File: src/pwm_group_pkg.sv
// Shared constants, types and helpers for the three-channel PWM group.
// Assumes one 50 MHz operation clock that also serves as the count clock.
package pwm_group_pkg;

	// Counter geometry
	localparam int CNT_W = 16;
	localparam logic [15:0] CNT_ZERO = 16'h0000;
	localparam logic [15:0] CNT_ONE = 16'h0001;
	localparam logic [15:0] CNT_RESET = 16'hFFFF;

	// Channel placement: master index and its two consecutive slaves
	localparam int MASTER_CH = 0;
	localparam int SLAVE1_CH = MASTER_CH + 1;
	localparam int SLAVE2_CH = MASTER_CH + 2;

	// Bit positions inside the two-bit slave vectors
	localparam int SLAVE1_BIT = 0;
	localparam int SLAVE2_BIT = 1;

	// Reset values
	localparam logic ENABLE_RESET = 1'b0;
	localparam logic OUT_VALUE_RESET = 1'b0;
	localparam logic IRQ_RESET = 1'b0;
	localparam logic PORT_MODE_RESET = 1'b1;

	// Polarity encoding
	localparam logic POL_ACTIVE_HIGH = 1'b0;

	// Timing
	localparam real CLK_PERIOD_NS = 20.0;
	localparam int OUT_ACTIVE_DELAY_CYCLES = 1;

	// Slave counting state
	typedef enum logic {
		SL_IDLE = 1'b0,
		SL_COUNT = 1'b1
	} slave_state_t;

	// One down-count step
	function automatic logic [15:0] down_step(input logic [15:0] cnt);
		down_step = cnt - CNT_ONE;
	endfunction

	// Active and inactive pin level for a polarity bit
	function automatic logic active_level(input logic pol);
		active_level = (pol == POL_ACTIVE_HIGH);
	endfunction

endpackage

File: src/one_count_slave.sv
// One-count slave channel: reloads its duty on the master's period event,
// holds its output active for duty+1 count clocks, then halts.
// Assumes the trigger is a one-cycle pulse from the master channel.
`timescale 1ns/10ps
module one_count_slave (
	input wire logic ref_clk,
	input wire logic resetn,
	input wire logic clear,
	input wire logic run,
	input wire logic trigger,
	input wire logic [pwm_group_pkg::CNT_W-1:0] duty_value,
	input wire logic polarity,
	input wire logic output_enable,
	input wire logic value_write,
	input wire logic value_wdata,
	output logic [pwm_group_pkg::CNT_W-1:0] down_counter,
	output logic pwm_output
);
	import pwm_group_pkg::*;

	logic [CNT_W-1:0] cnt_r;
	logic [CNT_W-1:0] cnt_nxt;
	slave_state_t state_r;
	slave_state_t state_nxt;
	logic out_r;
	logic out_nxt;

	// Next counter, state and output level
	always_comb begin
		cnt_nxt = cnt_r;
		state_nxt = state_r;
		out_nxt = out_r;
		if (clear) begin
			cnt_nxt = CNT_RESET;
			state_nxt = SL_IDLE;
			out_nxt = OUT_VALUE_RESET;
		end else begin
			if (run && trigger) begin
				cnt_nxt = duty_value;
				state_nxt = SL_COUNT;
				if (output_enable) begin
					out_nxt = active_level(polarity);
				end
			end else if (run && state_r == SL_COUNT) begin
				if (cnt_r == CNT_ZERO) begin
					state_nxt = SL_IDLE;
					if (output_enable) begin
						out_nxt = ~active_level(polarity);
					end
				end else begin
					cnt_nxt = down_step(cnt_r);
				end
			end
			// Software level only reaches the pin while counting is kept off it
			if (!output_enable && value_write) begin
				out_nxt = value_wdata;
			end
		end
	end

	// Register stage
	always_ff @(posedge ref_clk or negedge resetn) begin
		if (!resetn) begin
			cnt_r <= CNT_RESET;
			state_r <= SL_IDLE;
			out_r <= OUT_VALUE_RESET;
		end else begin
			cnt_r <= cnt_nxt;
			state_r <= state_nxt;
			out_r <= out_nxt;
		end
	end

	assign down_counter = cnt_r;
	assign pwm_output = out_r;

endmodule // one_count_slave

File: src/multi_pwm_channel_group.sv
// Three-channel PWM group: one interval master sets the period, two
// one-count slaves set the duty of two PWM pins.
// Assumes all control inputs are synchronous to ref_clk and that each
// trigger input is a one-cycle write pulse from software.
`timescale 1ns/10ps
// Functional notes
// - Starting all three triggers together sets all three enable flags.
// - Start triggers are one-shot pulses that hold no state.
// - Master raises its period event as soon as it starts counting.
// - Every master period event restarts each slave channel that is enabled and not being stopped.
// - All three counters are readable at any time.
// - Per-channel status registers play no part here.
// - Master loads the period value and counts down once per clock.
// - At zero the master raises its event and reloads in that cycle.
// - On each master event slave 1 loads its duty and counts down.
// - Slave 1 goes active one clock after the event, inactive at zero.
// - On each master event slave 2 loads its duty and counts down.
// - Slave 2 goes active one clock after the event, inactive at zero.
// - Period and duty cycles repeat until the group is stopped.
// - Stop triggers written together are one-shot pulses.
// - Stop clears the enable flags and freezes every counter.
// - Stop leaves the slave output levels as they were.
// - With output enable low the pin follows the written output value.
// - Unit power off clears all state, output values and selects port mode.
// - Polarity 0 gives active-high output, 1 gives active-low output.
// - Output enable 0 keeps counting off the pin, 1 lets it drive.
module multi_pwm_channel_group (
	input wire logic ref_clk,
	input wire logic resetn,
	input wire logic timer_unit_power_enable,
	input wire logic master_start_trigger,
	input wire logic slave1_start_trigger,
	input wire logic slave2_start_trigger,
	input wire logic master_stop_trigger,
	input wire logic slave1_stop_trigger,
	input wire logic slave2_stop_trigger,
	input wire logic [pwm_group_pkg::CNT_W-1:0] master_period_value,
	input wire logic [pwm_group_pkg::CNT_W-1:0] slave1_duty_value,
	input wire logic [pwm_group_pkg::CNT_W-1:0] slave2_duty_value,
	input wire logic [1:0] output_polarity_select,
	input wire logic slave1_output_enable,
	input wire logic slave2_output_enable,
	input wire logic output_value_write,
	input wire logic [1:0] output_value_wdata,
	output logic master_enable_status,
	output logic slave1_enable_status,
	output logic slave2_enable_status,
	output logic [pwm_group_pkg::CNT_W-1:0] master_down_counter,
	output logic [pwm_group_pkg::CNT_W-1:0] slave1_down_counter,
	output logic [pwm_group_pkg::CNT_W-1:0] slave2_down_counter,
	output logic master_period_irq,
	output logic slave1_pwm_output,
	output logic slave2_pwm_output,
	output logic pin_port_mode
);
	import pwm_group_pkg::*;

	logic [2:0] en_r;
	logic [2:0] en_nxt;
	logic [2:0] start_trig;
	logic [2:0] stop_trig;
	logic [CNT_W-1:0] mcnt_r;
	logic [CNT_W-1:0] mcnt_nxt;
	logic irq_r;
	logic irq_nxt;
	logic port_mode_r;
	logic port_mode_nxt;
	logic clear;
	logic master_run;
	logic slave1_run;
	logic slave2_run;

	// Trigger pulses act only in the cycle they arrive; nothing stores them
	assign start_trig = {slave2_start_trigger, slave1_start_trigger, master_start_trigger};
	assign stop_trig = {slave2_stop_trigger, slave1_stop_trigger, master_stop_trigger};
	assign clear = !timer_unit_power_enable;

	// A channel counts only while enabled (a slave also in its start cycle) and not being stopped this cycle
	assign master_run = en_r[0] && !stop_trig[0] && !clear;
	assign slave1_run = (en_r[1] || start_trig[1]) && !stop_trig[1] && !clear;
	assign slave2_run = (en_r[2] || start_trig[2]) && !stop_trig[2] && !clear;

	// Enable flags, port mode, master counter and period event
	always_comb begin
		en_nxt = en_r;
		mcnt_nxt = mcnt_r;
		irq_nxt = 1'b0;
		port_mode_nxt = 1'b0;
		if (clear) begin
			en_nxt = {3{ENABLE_RESET}};
			mcnt_nxt = CNT_RESET;
			port_mode_nxt = PORT_MODE_RESET;
		end else begin
			for (int i = 0; i < 3; i++) begin
				if (start_trig[i]) begin
					en_nxt[i] = 1'b1;
				end else if (stop_trig[i]) begin
					en_nxt[i] = 1'b0;
				end
			end
			if (start_trig[0]) begin
				mcnt_nxt = master_period_value;
				irq_nxt = 1'b1;
			end else if (master_run) begin
				if (mcnt_r == CNT_ZERO) begin
					mcnt_nxt = master_period_value;
					irq_nxt = 1'b1;
				end else begin
					mcnt_nxt = down_step(mcnt_r);
				end
			end
		end
	end

	// Register stage for the master side
	always_ff @(posedge ref_clk or negedge resetn) begin
		if (!resetn) begin
			en_r <= {3{ENABLE_RESET}};
			mcnt_r <= CNT_RESET;
			irq_r <= IRQ_RESET;
			port_mode_r <= PORT_MODE_RESET;
		end else begin
			en_r <= en_nxt;
			mcnt_r <= mcnt_nxt;
			irq_r <= irq_nxt;
			port_mode_r <= port_mode_nxt;
		end
	end

	// Enabled slave channels not being stopped restart on every master period event
	one_count_slave u_slave1 (
		.ref_clk(ref_clk),
		.resetn(resetn),
		.clear(clear),
		.run(slave1_run),
		.trigger(irq_r),
		.duty_value(slave1_duty_value),
		.polarity(output_polarity_select[SLAVE1_BIT]),
		.output_enable(slave1_output_enable),
		.value_write(output_value_write),
		.value_wdata(output_value_wdata[SLAVE1_BIT]),
		.down_counter(slave1_down_counter),
		.pwm_output(slave1_pwm_output)
	);

	one_count_slave u_slave2 (
		.ref_clk(ref_clk),
		.resetn(resetn),
		.clear(clear),
		.run(slave2_run),
		.trigger(irq_r),
		.duty_value(slave2_duty_value),
		.polarity(output_polarity_select[SLAVE2_BIT]),
		.output_enable(slave2_output_enable),
		.value_write(output_value_write),
		.value_wdata(output_value_wdata[SLAVE2_BIT]),
		.down_counter(slave2_down_counter),
		.pwm_output(slave2_pwm_output)
	);

	// Status and counters straight from flip-flops; no per-channel status kept
	assign master_enable_status = en_r[0];
	assign slave1_enable_status = en_r[1];
	assign slave2_enable_status = en_r[2];
	assign master_down_counter = mcnt_r;
	assign master_period_irq = irq_r;
	assign pin_port_mode = port_mode_r;
endmodule // multi_pwm_channel_group

File: config.mk
export PLATFORM = sky130hd
export DESIGN_NAME = multi_pwm_channel_group
export DESIGN_NICKNAME = d
export VERILOG_FILES = /design/src/pwm_group_pkg.sv /design/src/one_count_slave.sv /design/src/multi_pwm_channel_group.sv
export SDC_FILE = /design/constraint.sdc
export NUM_CORES = 1
export LEC_CHECK = 0
export BUFFER_PORTS_ARGS = -buffer_cell sky130_fd_sc_hd__buf_4
export CAP_MARGIN = 30
export CORE_MARGIN = 2
export CORE_UTILIZATION = 57
export CTS_BUF_LIST = sky130_fd_sc_hd__clkbuf_4
export CTS_CLUSTER_DIAMETER = 60
export CTS_CLUSTER_SIZE = 20
export DETAILED_ROUTE_END_ITERATION = 7
export GPL_TIMING_DRIVEN = 0
export HOLD_SLACK_MARGIN = 0.06
export PLACE_DENSITY = 0.9
export SYNTH_ARGS = -nofsm -noshare
export SYNTH_HDL_FRONTEND = slang
export SYNTH_SLANG_ARGS = --single-unit
File: constraint.sdc
create_clock -name ref_clk -period 6 [get_ports ref_clk]
set_input_delay 0.3 -clock ref_clk [delete_from_list [all_inputs] [get_ports ref_clk]]
set_output_delay 0.3 -clock ref_clk [all_outputs]
set_load 0.01 [all_outputs]
# [Word level (Yosys, flattened, before mapping)]
# Index checks and enable logic that the tools add are counted.
# Widths: inputs -> output; s select.
[totals] regBits=57 latch_bits=0 ramBits=0 mem_bits_ro=0 out_inout_bits=55 elab_cells=109 memories=0
[op_classes] addsub=3 n_mul=0 n_div=0 order_cmp=0 eq_ne=18 shifts=0 muxes=46 bitwise_logic=2 reduce_logical=28
[op_table] op="$mux 16" n=12
[op_table] op="$logic_not 16->1" n=3
[op_table] op="$sub 16x1->16 const B" n=3
[op_table] op="$mux 1" n=33
[op_table] op="$ne 3x1->1 const B" n=8
[op_table] op="$ne 4x1->1 const B" n=4
[op_table] op="$logic_and 1x1->1" n=12
[op_table] op="$ne 5x5->1 const B" n=2
[op_table] op="$ne 4x4->1 const B" n=2
[op_table] op="$reduce_and 2->1" n=4
[op_table] op="$reduce_and 4->1" n=2
[op_table] op="$ne 3x2->1 const B" n=2
[op_table] op="$logic_not 1->1" n=5
[op_table] op="$mux 3" n=1
[op_table] op="$logic_or 1x1->1" n=2
[op_table] op="$not 1->1" n=2

# [Longest topological paths before layout]
# Gate-level depths: netlist of run 1.
[depth] ltp_word=8 ltp_mapped=9 mapped_depth_nobuf=7

# [Hierarchy]
# Synthesis of run 1 repeated with hierarchy kept, for this count alone.
[hier_totals] cells_unflattened=461 hier_area_um2=4240.3
[by_module_without_submodules] mod="one_count_slave at u_slave1" n_inst=1 cells_each=158 area_per_inst_um2=1427.6
[by_module_without_submodules] mod="multi_pwm_channel_group" n_inst=1 cells_each=146 area_per_inst_um2=1415.1
[by_module_without_submodules] mod="one_count_slave at u_slave2" n_inst=1 cells_each=157 area_per_inst_um2=1397.6

# [Least setup slack after synthesis of run 1]
# OpenSTA, ideal clock, no wires.
[synth_timing] path_kind="register to register" from="reg u_slave2.cnt_r[0], in the netlist u_slave2.down_counter[0]" to="reg u_slave2.cnt_r[8], in the netlist u_slave2.down_counter[8]" arrival_ns=2.082 required_ns=5.921 path_slack_ns=3.840 path_stages_with_launch=8 n_path_buf=0 synth_period_minus_slack_ns=2.160 cell_sequence="dfstp_2 > inv_1 > ha_1 > or3b_2 > or4_4 > and3_4 > or3_1 > o211a_1"
[synth_between] elab_chain_cells=5
[synth_lines] item="start, declared" line_no="one_count_slave.sv:21" text="logic [CNT_W-1:0] cnt_r;"
[synth_lines] item="start signal, assigned" line_no="one_count_slave.sv:68" text="cnt_r <= cnt_nxt;"
[synth_lines] item="$sub 16x1->16" line_no="pwm_group_pkg.sv:41" text="down_step = cnt - CNT_ONE;"
[synth_lines] item="$mux 16" line_no="one_count_slave.sv:45" text="if (cnt_r == CNT_ZERO) begin"
[synth_lines] item="$mux 16" line_no="one_count_slave.sv:44" text="end else if (run && state_r == SL_COUNT) begin"
[synth_lines] item="$mux 16" line_no="one_count_slave.sv:38" text="if (run && trigger) begin"
[synth_lines] item="$mux 16" line_no="one_count_slave.sv:33" text="if (clear) begin"
# Several ways; a longest one is shown, not always the timed one. The select of a mux whose other input is x is not followed.
# A chain may end at the register's enable or synchronous reset.

# [Worst setup path in the final report of run 1]
[layout_timing] from="reg mcnt_r[0], in the netlist master_down_counter[0]" to="reg mcnt_r[2], in the netlist master_down_counter[2]"
[layout_between] elab_chain_cells=5
[layout_lines] item="start, declared" line_no="multi_pwm_channel_group.sv:62" text="logic [CNT_W-1:0] mcnt_r;"
[layout_lines] item="start signal, assigned" line_no="multi_pwm_channel_group.sv:124" text="mcnt_r <= mcnt_nxt;"
[layout_lines] item="$sub 16x1->16 / $logic_not 16->1 (equally long branches)" line_no="pwm_group_pkg.sv:41, multi_pwm_channel_group.sv:105"
[layout_lines] item="$mux 16 *" line_no="multi_pwm_channel_group.sv:105" text="if (mcnt_r == CNT_ZERO) begin"
[layout_lines] item="$mux 16 *" line_no="multi_pwm_channel_group.sv:104" text="end else if (master_run) begin"
[layout_lines] item="$mux 16 *" line_no="multi_pwm_channel_group.sv:101" text="if (start_trig[0]) begin"
[layout_lines] item="$mux 16 *" line_no="multi_pwm_channel_group.sv:89" text="if (clear) begin"
# Mark *: on every way between the ends. The rest lies on a longest branch, timed or not. The select of a mux whose other input is x is not followed.

==> results of run 1 <==
## layout make-up
cell class	count	area share [%]
buffer	17	1.33
clock buffer	10	1.56
clock inverter	6	0.728
inverter	20	1.56
multi-input combinational	336	43.3
sequential	57	30.9
tap	77	2.00
timing repair buffer	119	18.6
## per-stage QoR
step	hold slack (ns)	worst slack, ns	area, um2
after floorplan	0.00441	3.84	3710
after global placement	0.400	3.57	4690
after detailed placement	0.397	3.56	4690
after CTS	0.110	3.49	4810
after global routing	0.0958	3.25	4810
final	0.110	3.47	4810
## power groups by stage
| stage | clock network, uW | registers, uW | logic [uW] |
|---|---|---|---|
| 4_1_cts | 242 | 419 | 122 |
| 3_5_place_dp | 0 | 424 | 121 |
| 5_1_grt | 260 | 422 | 132 |
| 6_report | 242 | 419 | 122 |
| 2_1_floorplan | 0 | 426 | 43.3 |
| 3_3_place_gp | 0 | 424 | 118 |
## cell families (layout without fill, tap and decap cells)
logic type | count (synthesis) | count (layout) | share of synthesized area (%)
compound gates | 130 | 130 | 25.0
xor+xnor | 3 | 3 | 0.709
fa+ha+maj | 6 | 6 | 2.02
buf+inv | 37 | 172 | 3.75
flops | 57 | 57 | 40.1
mux | 3 | 3 | 0.810
simple gates | 194 | 194 | 27.5
## cells in the mapped netlist (all sizes together), types with 6 or more instances
cell	instances	share of area, %
nor4	8	1.8
a31oi	6	1.0
and3	9	1.7
a41oi	6	1.4
nand3	24	3.2
dfrtp	8	5.4
o21ai	29	3.9
nor3	31	4.2
a21oi	19	2.6
dfstp	49	35
nand2	26	2.6
a211oi	8	1.6
or3	7	1.2
o32a	7	1.9
a311oi	8	1.9
inv	19	1.9
ha	6	2.0
nor2	51	5.2
a22oi	9	1.8
clkbuf	17	1.7
or4	9	2.1
## worst max-delay path, delay by kind of cell, from the launching register on
kind,cells,cell delay (ns)
buf+inv,3,0.87
flops,1,0.58
simple gates,1,0.17
compound gates,3,0.63
fa+ha+maj,1,0.20
## state kept, by name, indices dropped and copies added, names as in the netlist
| name | cells |
|---|---|
| master_down_counter | 16 |
| master_period_irq | 1 |
| u_slave1.state_r | 1 |
| u_slave1.down_counter | 16 |
| u_slave2.pwm_output | 1 |
| u_slave2.down_counter | 16 |
| u_slave1.pwm_output | 1 |
| en_r | 3 |
| u_slave2.state_r | 1 |
| pin_port_mode | 1 |
## worst max-delay path by stage
stage / startpoint / to / slack [ns] / depth (start not counted)
2_1_floorplan: u_slave2.down_counter[0] / u_slave2.down_counter[8] / 3.84 / 7
3_3_place_gp: master_down_counter[0] / master_down_counter[12] / 3.57 / 9
3_5_place_dp: master_down_counter[0] / master_down_counter[12] / 3.56 / 9
4_1_cts: master_down_counter[0] / master_down_counter[2] / 3.49 / 8
5_1_grt: master_down_counter[0] / master_down_counter[14] / 3.25 / 8
6_report: master_down_counter[0] / master_down_counter[2] / 3.47 / 8
## what timing repair did
action	4_1_cts	5_1_grt
hold buffers	1	0
hold endpoints to repair	8	0
resized for setup	0	0
## per-layer routing
layer | vias to the layer above | routed length (um) | GRT usage (%)
li1 | 1920 | - | -
met1 | 1956 | 4580 | 40.8
met2 | 222 | 5400 | 51.6
met3 | 33 | 894 | 4.42
met4 | 0 | 327 | 17.0
met5 | - | 0 | 0
==> run_results.csv, run 1 <==
group,metric,value,unit
run_status,outcome,"completed",
synth,yosys_warnings,0,
layout,fillCellCount,493,
synth,synth_area,3710,um2
worst_hold_path,holdCritStartpoint,"slave1_duty_value[1]",
sta,setup_violations,0,
worst_setup_path,worstSetupPathType,"reg2reg",
layout,regArea,1490,um2
worst_setup_path,critPathLaunchType,"flip-flop",
sta,worst_clock_skew,0.0217,ns
sta,setup_tns,0,ns
clock_network,clock-sinks,57,
worst_hold_path,hold_depth,3,
sta,fmax,0.396,GHz
clock_network,clock_latency,0.43,ns
worst_setup_path,crit_path_frequent_cell,"clkbuf_1",
die,die-area,7160,um2
worst_setup_path,crit_path_top_delay_cell,"dfstp_2",
sta,worstMarginPinSlew,0.918,ns
worst_setup_path,regToRegSetupSlack,3.47,ns
sta,maxSlewHeadroom,38.7,%
worst_setup_path,crit_path_end_kind,"flip-flop",
synth,ys_types,64,
sta,period_minus_slack,2.53,ns
detailed_routing,drc,0,
worst_setup_path,crit_arrival,2.86,ns
placed_design,gp_congestion,0.939,
layout,drive_gt1_share,35.6,%
layout,fin_util,76.2,%
worst_hold_path,hp-class,"in2reg",
synth,yosysSeqAreaShare,40.1,%
power,seq_power_share,53.5,%
clock_network,clk_pin_slew,0.10,ns
layout,syn_to_final_growth,29.7,%
sta,slew_viol_final,0,
sta,finalCritPeriodShare,42.1,%
worst_setup_path,critical_path_peak_fanout,10,
clock_network,h-tree-depth,3,
grt,grt_util_all_layers,31.7,%
detailed_routing,wirelength,11200,um
power,power_leakage,0.00197,uW
detailed_routing,wl_per_cell,17.4,um
layout,multiInputGateArea,2080,um2
detailed_routing,ant_nets,0,
placed_design,io_buffers,118,
synth,async_flop_share,100,%
placed_design,dp.final_hpwl,8150,um
sta,finalHoldViolations,0,
die,row_count,29,
detailed_routing,first_pass_iters,7,
placed_design,place_inst,625,
synth,synth-edff-count,0,
grt,grt_pass1_wl,18400,um
grt,antenna_found_initial,0,
synth,synth-main-ff-cell,"dfstp_2",
layout,layout_common_cells,"118 x buf_4, 51 x nor2_1, 49 x dfstp_2",
run,maxCapViolCount,0,
grt,grt_max_degree,58,
power,peakVddDrop,0.137,mV
clock_network,cts_tree,"built",
die,io_pins,119,
worst_hold_path,hold_path_end,"u_slave1.down_counter[1]",
synth,yosys_register_bits,57,
die,start_util,58.7,%
clock_network,clockBufferDepth,2,
power,clockPowerShare,30.9,%
worst_setup_path,required,6.33,ns
die,die_x,84.6,um
power,p_sw_share,29.8,%
worst_setup_path,critPathMaxStageDelay,0.58,ns
power,p_per_area,163,nW/um2
synth,syn_inst,430,
layout,antenna_cells,0,
power,p_int,549,uW
layout,final_cells,642,
synth,syn_nets,500,
detailed_routing,dr_total_vias,4131,
clock_network,root_buffer,"clkbuf_4",
die,fp.coreArea,6310,um2
power,pwr-share-comb,15.6,%
clock_network,post_cts_buffers,0,
layout,num-nets-final,630,
worst_setup_path,reg2reg_from,"master_down_counter[0]",
layout,final_common_cell,"buf_4",
detailed_routing,via_per_inst,6.43,
power,switching_power,234,uW
worst_setup_path,reg2reg_to,"master_down_counter[2]",
worst_setup_path,crit_chain,"inv_1, ha_1, nor4b_1, a41oi_1, clkbuf_1, clkbuf_1, o21ai_0, a22oi_1",
grt,gr-total-overflow,0,
power,p_total,783,uW
clock_network,cts_buffers,9,
detailed_routing,drt_iter0_markers,357,
synth,synth.avg_cell_area,8.62,um2
sta,rsz0062_at_grt,"no",
die,fp.dieH,84.6,um
worst_setup_path,r2r_cells,8,
grt,grt_pass1_vias,4060,
No activity file was read; power rests on OpenSTA's default activity.
==> run 2: changes to the inputs <==
--- a/config.mk
+++ b/config.mk
@@ -8,14 +8,14 @@
 export BUFFER_PORTS_ARGS = -buffer_cell sky130_fd_sc_hd__buf_4
 export CAP_MARGIN = 30
 export CORE_MARGIN = 2
-export CORE_UTILIZATION = 57
+export CORE_UTILIZATION = 48
 export CTS_BUF_LIST = sky130_fd_sc_hd__clkbuf_4
 export CTS_CLUSTER_DIAMETER = 60
 export CTS_CLUSTER_SIZE = 20
 export DETAILED_ROUTE_END_ITERATION = 7
 export GPL_TIMING_DRIVEN = 0
 export HOLD_SLACK_MARGIN = 0.06
-export PLACE_DENSITY = 0.9
+export PLACE_DENSITY = 0.81
 export SYNTH_ARGS = -nofsm -noshare
 export SYNTH_HDL_FRONTEND = slang
 export SYNTH_SLANG_ARGS = --single-unit
==> constraint.sdc (replaced) <==
create_clock -name ref_clk -period 2.3 [get_ports ref_clk]
set_input_delay 0.115 -clock ref_clk [delete_from_list [all_inputs] [get_ports ref_clk]]
set_output_delay 0.115 -clock ref_clk [all_outputs]
set_load 0.01 [all_outputs]
==> run 2 against run 1 <==
Non-clock buffer count rose by 48. Fmax rose by 11%. Routed wire length rose by 12%. Final cell count rose by 11%. Utilization fell by 4.8 points. Power rose to 3.0 times the previous value. Hold slack got worse by 0.019 ns. Register-to-register slack got worse by 3.5 ns. Critical endpoint is now u_slave2.down_counter[14]. Largest cell class unchanged. Largest power group unchanged. Highest routed layer unchanged.
==> run_results.csv, run 2 (synthesis gave the netlist of run 1 again) <==
group,metric,value,unit
layout,drive_gt1_share,35.4,%
sta,rsz0062_at_grt,"yes",
power,p_per_area,428,nW/um2
clock_network,h-tree-depth,3,
die,row_count,32,
clock_network,clock_latency,0.42,ns
layout,design_area,5430,um2
detailed_routing,wl_per_cell,17.5,um
grt,grt_max_degree,58,
clock_network,cts_buffers,9,
die,io_pins,119,
grt,grtUsageMet3,5.09,%
layout,final_cells,715,
worst_setup_path,r2r_cells,8,
sta,slew_viol_final,0,
worst_hold_path,hp-class,"in2reg",
sta,setup_violations,0,
placed_design,dp.final_hpwl,8590,um
clock_network,clockBufferDepth,2,
worst_setup_path,worstSetupPathType,"reg2reg",
detailed_routing,dr_total_vias,4407,
layout,num-nets-final,678,
detailed_routing,drc,0,
placed_design,post-place-ws,-0.214,ns
sta,period_minus_slack,2.28,ns
sta,finalCritPeriodShare,99.0,%
grt,grtUsageMet1,38.2,%
die,fp.dieH,91.9,um
detailed_routing,first_pass_iters,5,
sta,finalHoldViolations,0,
placed_design,place_inst,650,
placed_design,io_buffers,118,
worst_hold_path,holdCritStartpoint,"output_value_write",
clock_network,cts_tree,"built",
grt,grt_pass1_wl,20100,um
worst_hold_path,hold_depth,3,
layout,layout_common_cells,"122 x buf_4, 50 x nor2_1, 49 x dfstp_2",
layout,fillCellCount,613,
detailed_routing,wirelength,12500,um
layout,antenna_cells,0,
worst_setup_path,crit_arrival,2.64,ns
sta,fmax,0.439,GHz
worst_setup_path,regToRegSetupSlack,0.02,ns
worst_setup_path,crit_path_top_delay_cell,"dfstp_2",
worst_setup_path,reg2reg_to,"u_slave2.down_counter[14]",
clock_network,root_buffer,"clkbuf_4",
layout,syn_to_final_growth,46.4,%
worst_setup_path,cp_num_buf_inv,3,
placed_design,gp_congestion,0.919,
worst_setup_path,critical_path.top_delay_family,"simple AND/OR/NAND/NOR gates",
clock_network,clk_pin_slew,0.11,ns
grt,busiest_layer,"met2",
worst_setup_path,crit_chain,"inv_1, ha_1, or3b_2, nor4_4, buf_4, buf_4, or4_1, o221a_2",
worst_setup_path,critical_path_peak_fanout,4,
worst_setup_path,crit_path_frequent_cell,"buf_4",
die,die_x,91.9,um
detailed_routing,drt_iter0_markers,338,
die,die-area,8440,um2
grt,gr-total-overflow,0,
sta,setup_ws,0.0224,ns
worst_setup_path,critPathLaunchType,"flip-flop",
power,peakVddDrop,0.350,mV
detailed_routing,ant_nets,0,
grt,grt_pass1_vias,4265,
run,maxCapViolCount,0,
worst_setup_path,path_depth,8,
clock_network,clock-sinks,57,
grt,antenna_found_initial,0,
sta,maxSlewHeadroom,51.7,%
sta,worstMarginPinSlew,0.725,ns
grt,gr-usage-met2,49.9,%
power,power_leakage,0.00221,uW
worst_setup_path,required,2.66,ns
worst_setup_path,reg2reg_from,"u_slave2.down_counter[0]",
detailed_routing,via_per_inst,6.16,
sta,setup_tns,0,ns
sta,worst_clock_skew,0.0109,ns
sta,whs,0.0915,ns
worst_setup_path,critPathMaxStageDelay,0.56,ns
die,start_util,48.7,%
die,fp.coreArea,7610,um2
grt,grt_util_all_layers,29.6,%
run_status,outcome,"completed",
placed_design,post_dp_cell_area,4720,um2
worst_hold_path,hold_path_end,"u_slave2.pwm_output",
worst_setup_path,crit_path_end_kind,"flip-flop",
layout,final_common_cell,"buf_4",
[run 2: power by group]
part	switching [uW]	internal, uW
Sequential	43.8	1050
Clock	403	430
Combinational	184	208
[run 2: repair_timing]
item / 4_1_cts / 5_1_grt
hold buffers: 46 / 0
setup buffers: 3 / 0
endpoints found under the hold margin: 52 / 0
resized for setup: 3 / 17
pin swaps: 1 / 1
setup endpoints to repair: 13 / 37
[run 2: worst max path at each step]
| stage | from | end | slack [ns] |
|---|---|---|---|
| finish | u_slave2.down_counter[0] | u_slave2.down_counter[14] | 0.02 |
| global placement | master_down_counter[0] | master_down_counter[12] | -0.22 |
| floorplan | u_slave2.down_counter[0] | u_slave2.down_counter[8] | 0.14 |
| global route | u_slave2.down_counter[0] | u_slave2.down_counter[14] | -0.04 |
| CTS | u_slave2.down_counter[0] | u_slave2.down_counter[14] | 0.03 |
| detailed placement | master_down_counter[0] | master_down_counter[8] | -0.21 |
[run 2: metrics by stage]
step | utilization [%] | power (uW)
final | 71.4 | 2320
after detailed placement | 62.1 | 1430
after global placement | 62.1 | 1420
after global routing | 71.4 | 2410
after CTS | 70.5 | 2320
after floorplan | - | 1220
[run 2: cell type report]
class	instances	area [um2]	share of cell area, %
plain buffers	17	70.1	1.29
clock buffers	9	67.6	1.24
clock inverters	7	85.1	1.57
inverters	20	75.1	1.38
multi-input cells	336	2150	39.5
flip-flops and latches	57	1490	27.4
well taps	102	128	2.35
repair buffers	167	1370	25.2
[run 2: tightest hold or removal path, delay by kind of cell]
kind | cells | cell delay, ns
buffers and inverters | 1 | 0.14
AOI/OAI and AO/OA | 1 | 0.16
and+or+nand+nor | 1 | 0.07
[run 2: layer usage]
metal  up-vias  part of all wire [%]
li1       2023                     -
met1      2098                    41
met2       249                    49
met3        37                   7.6
met4         0                   2.3
met5         -                     0
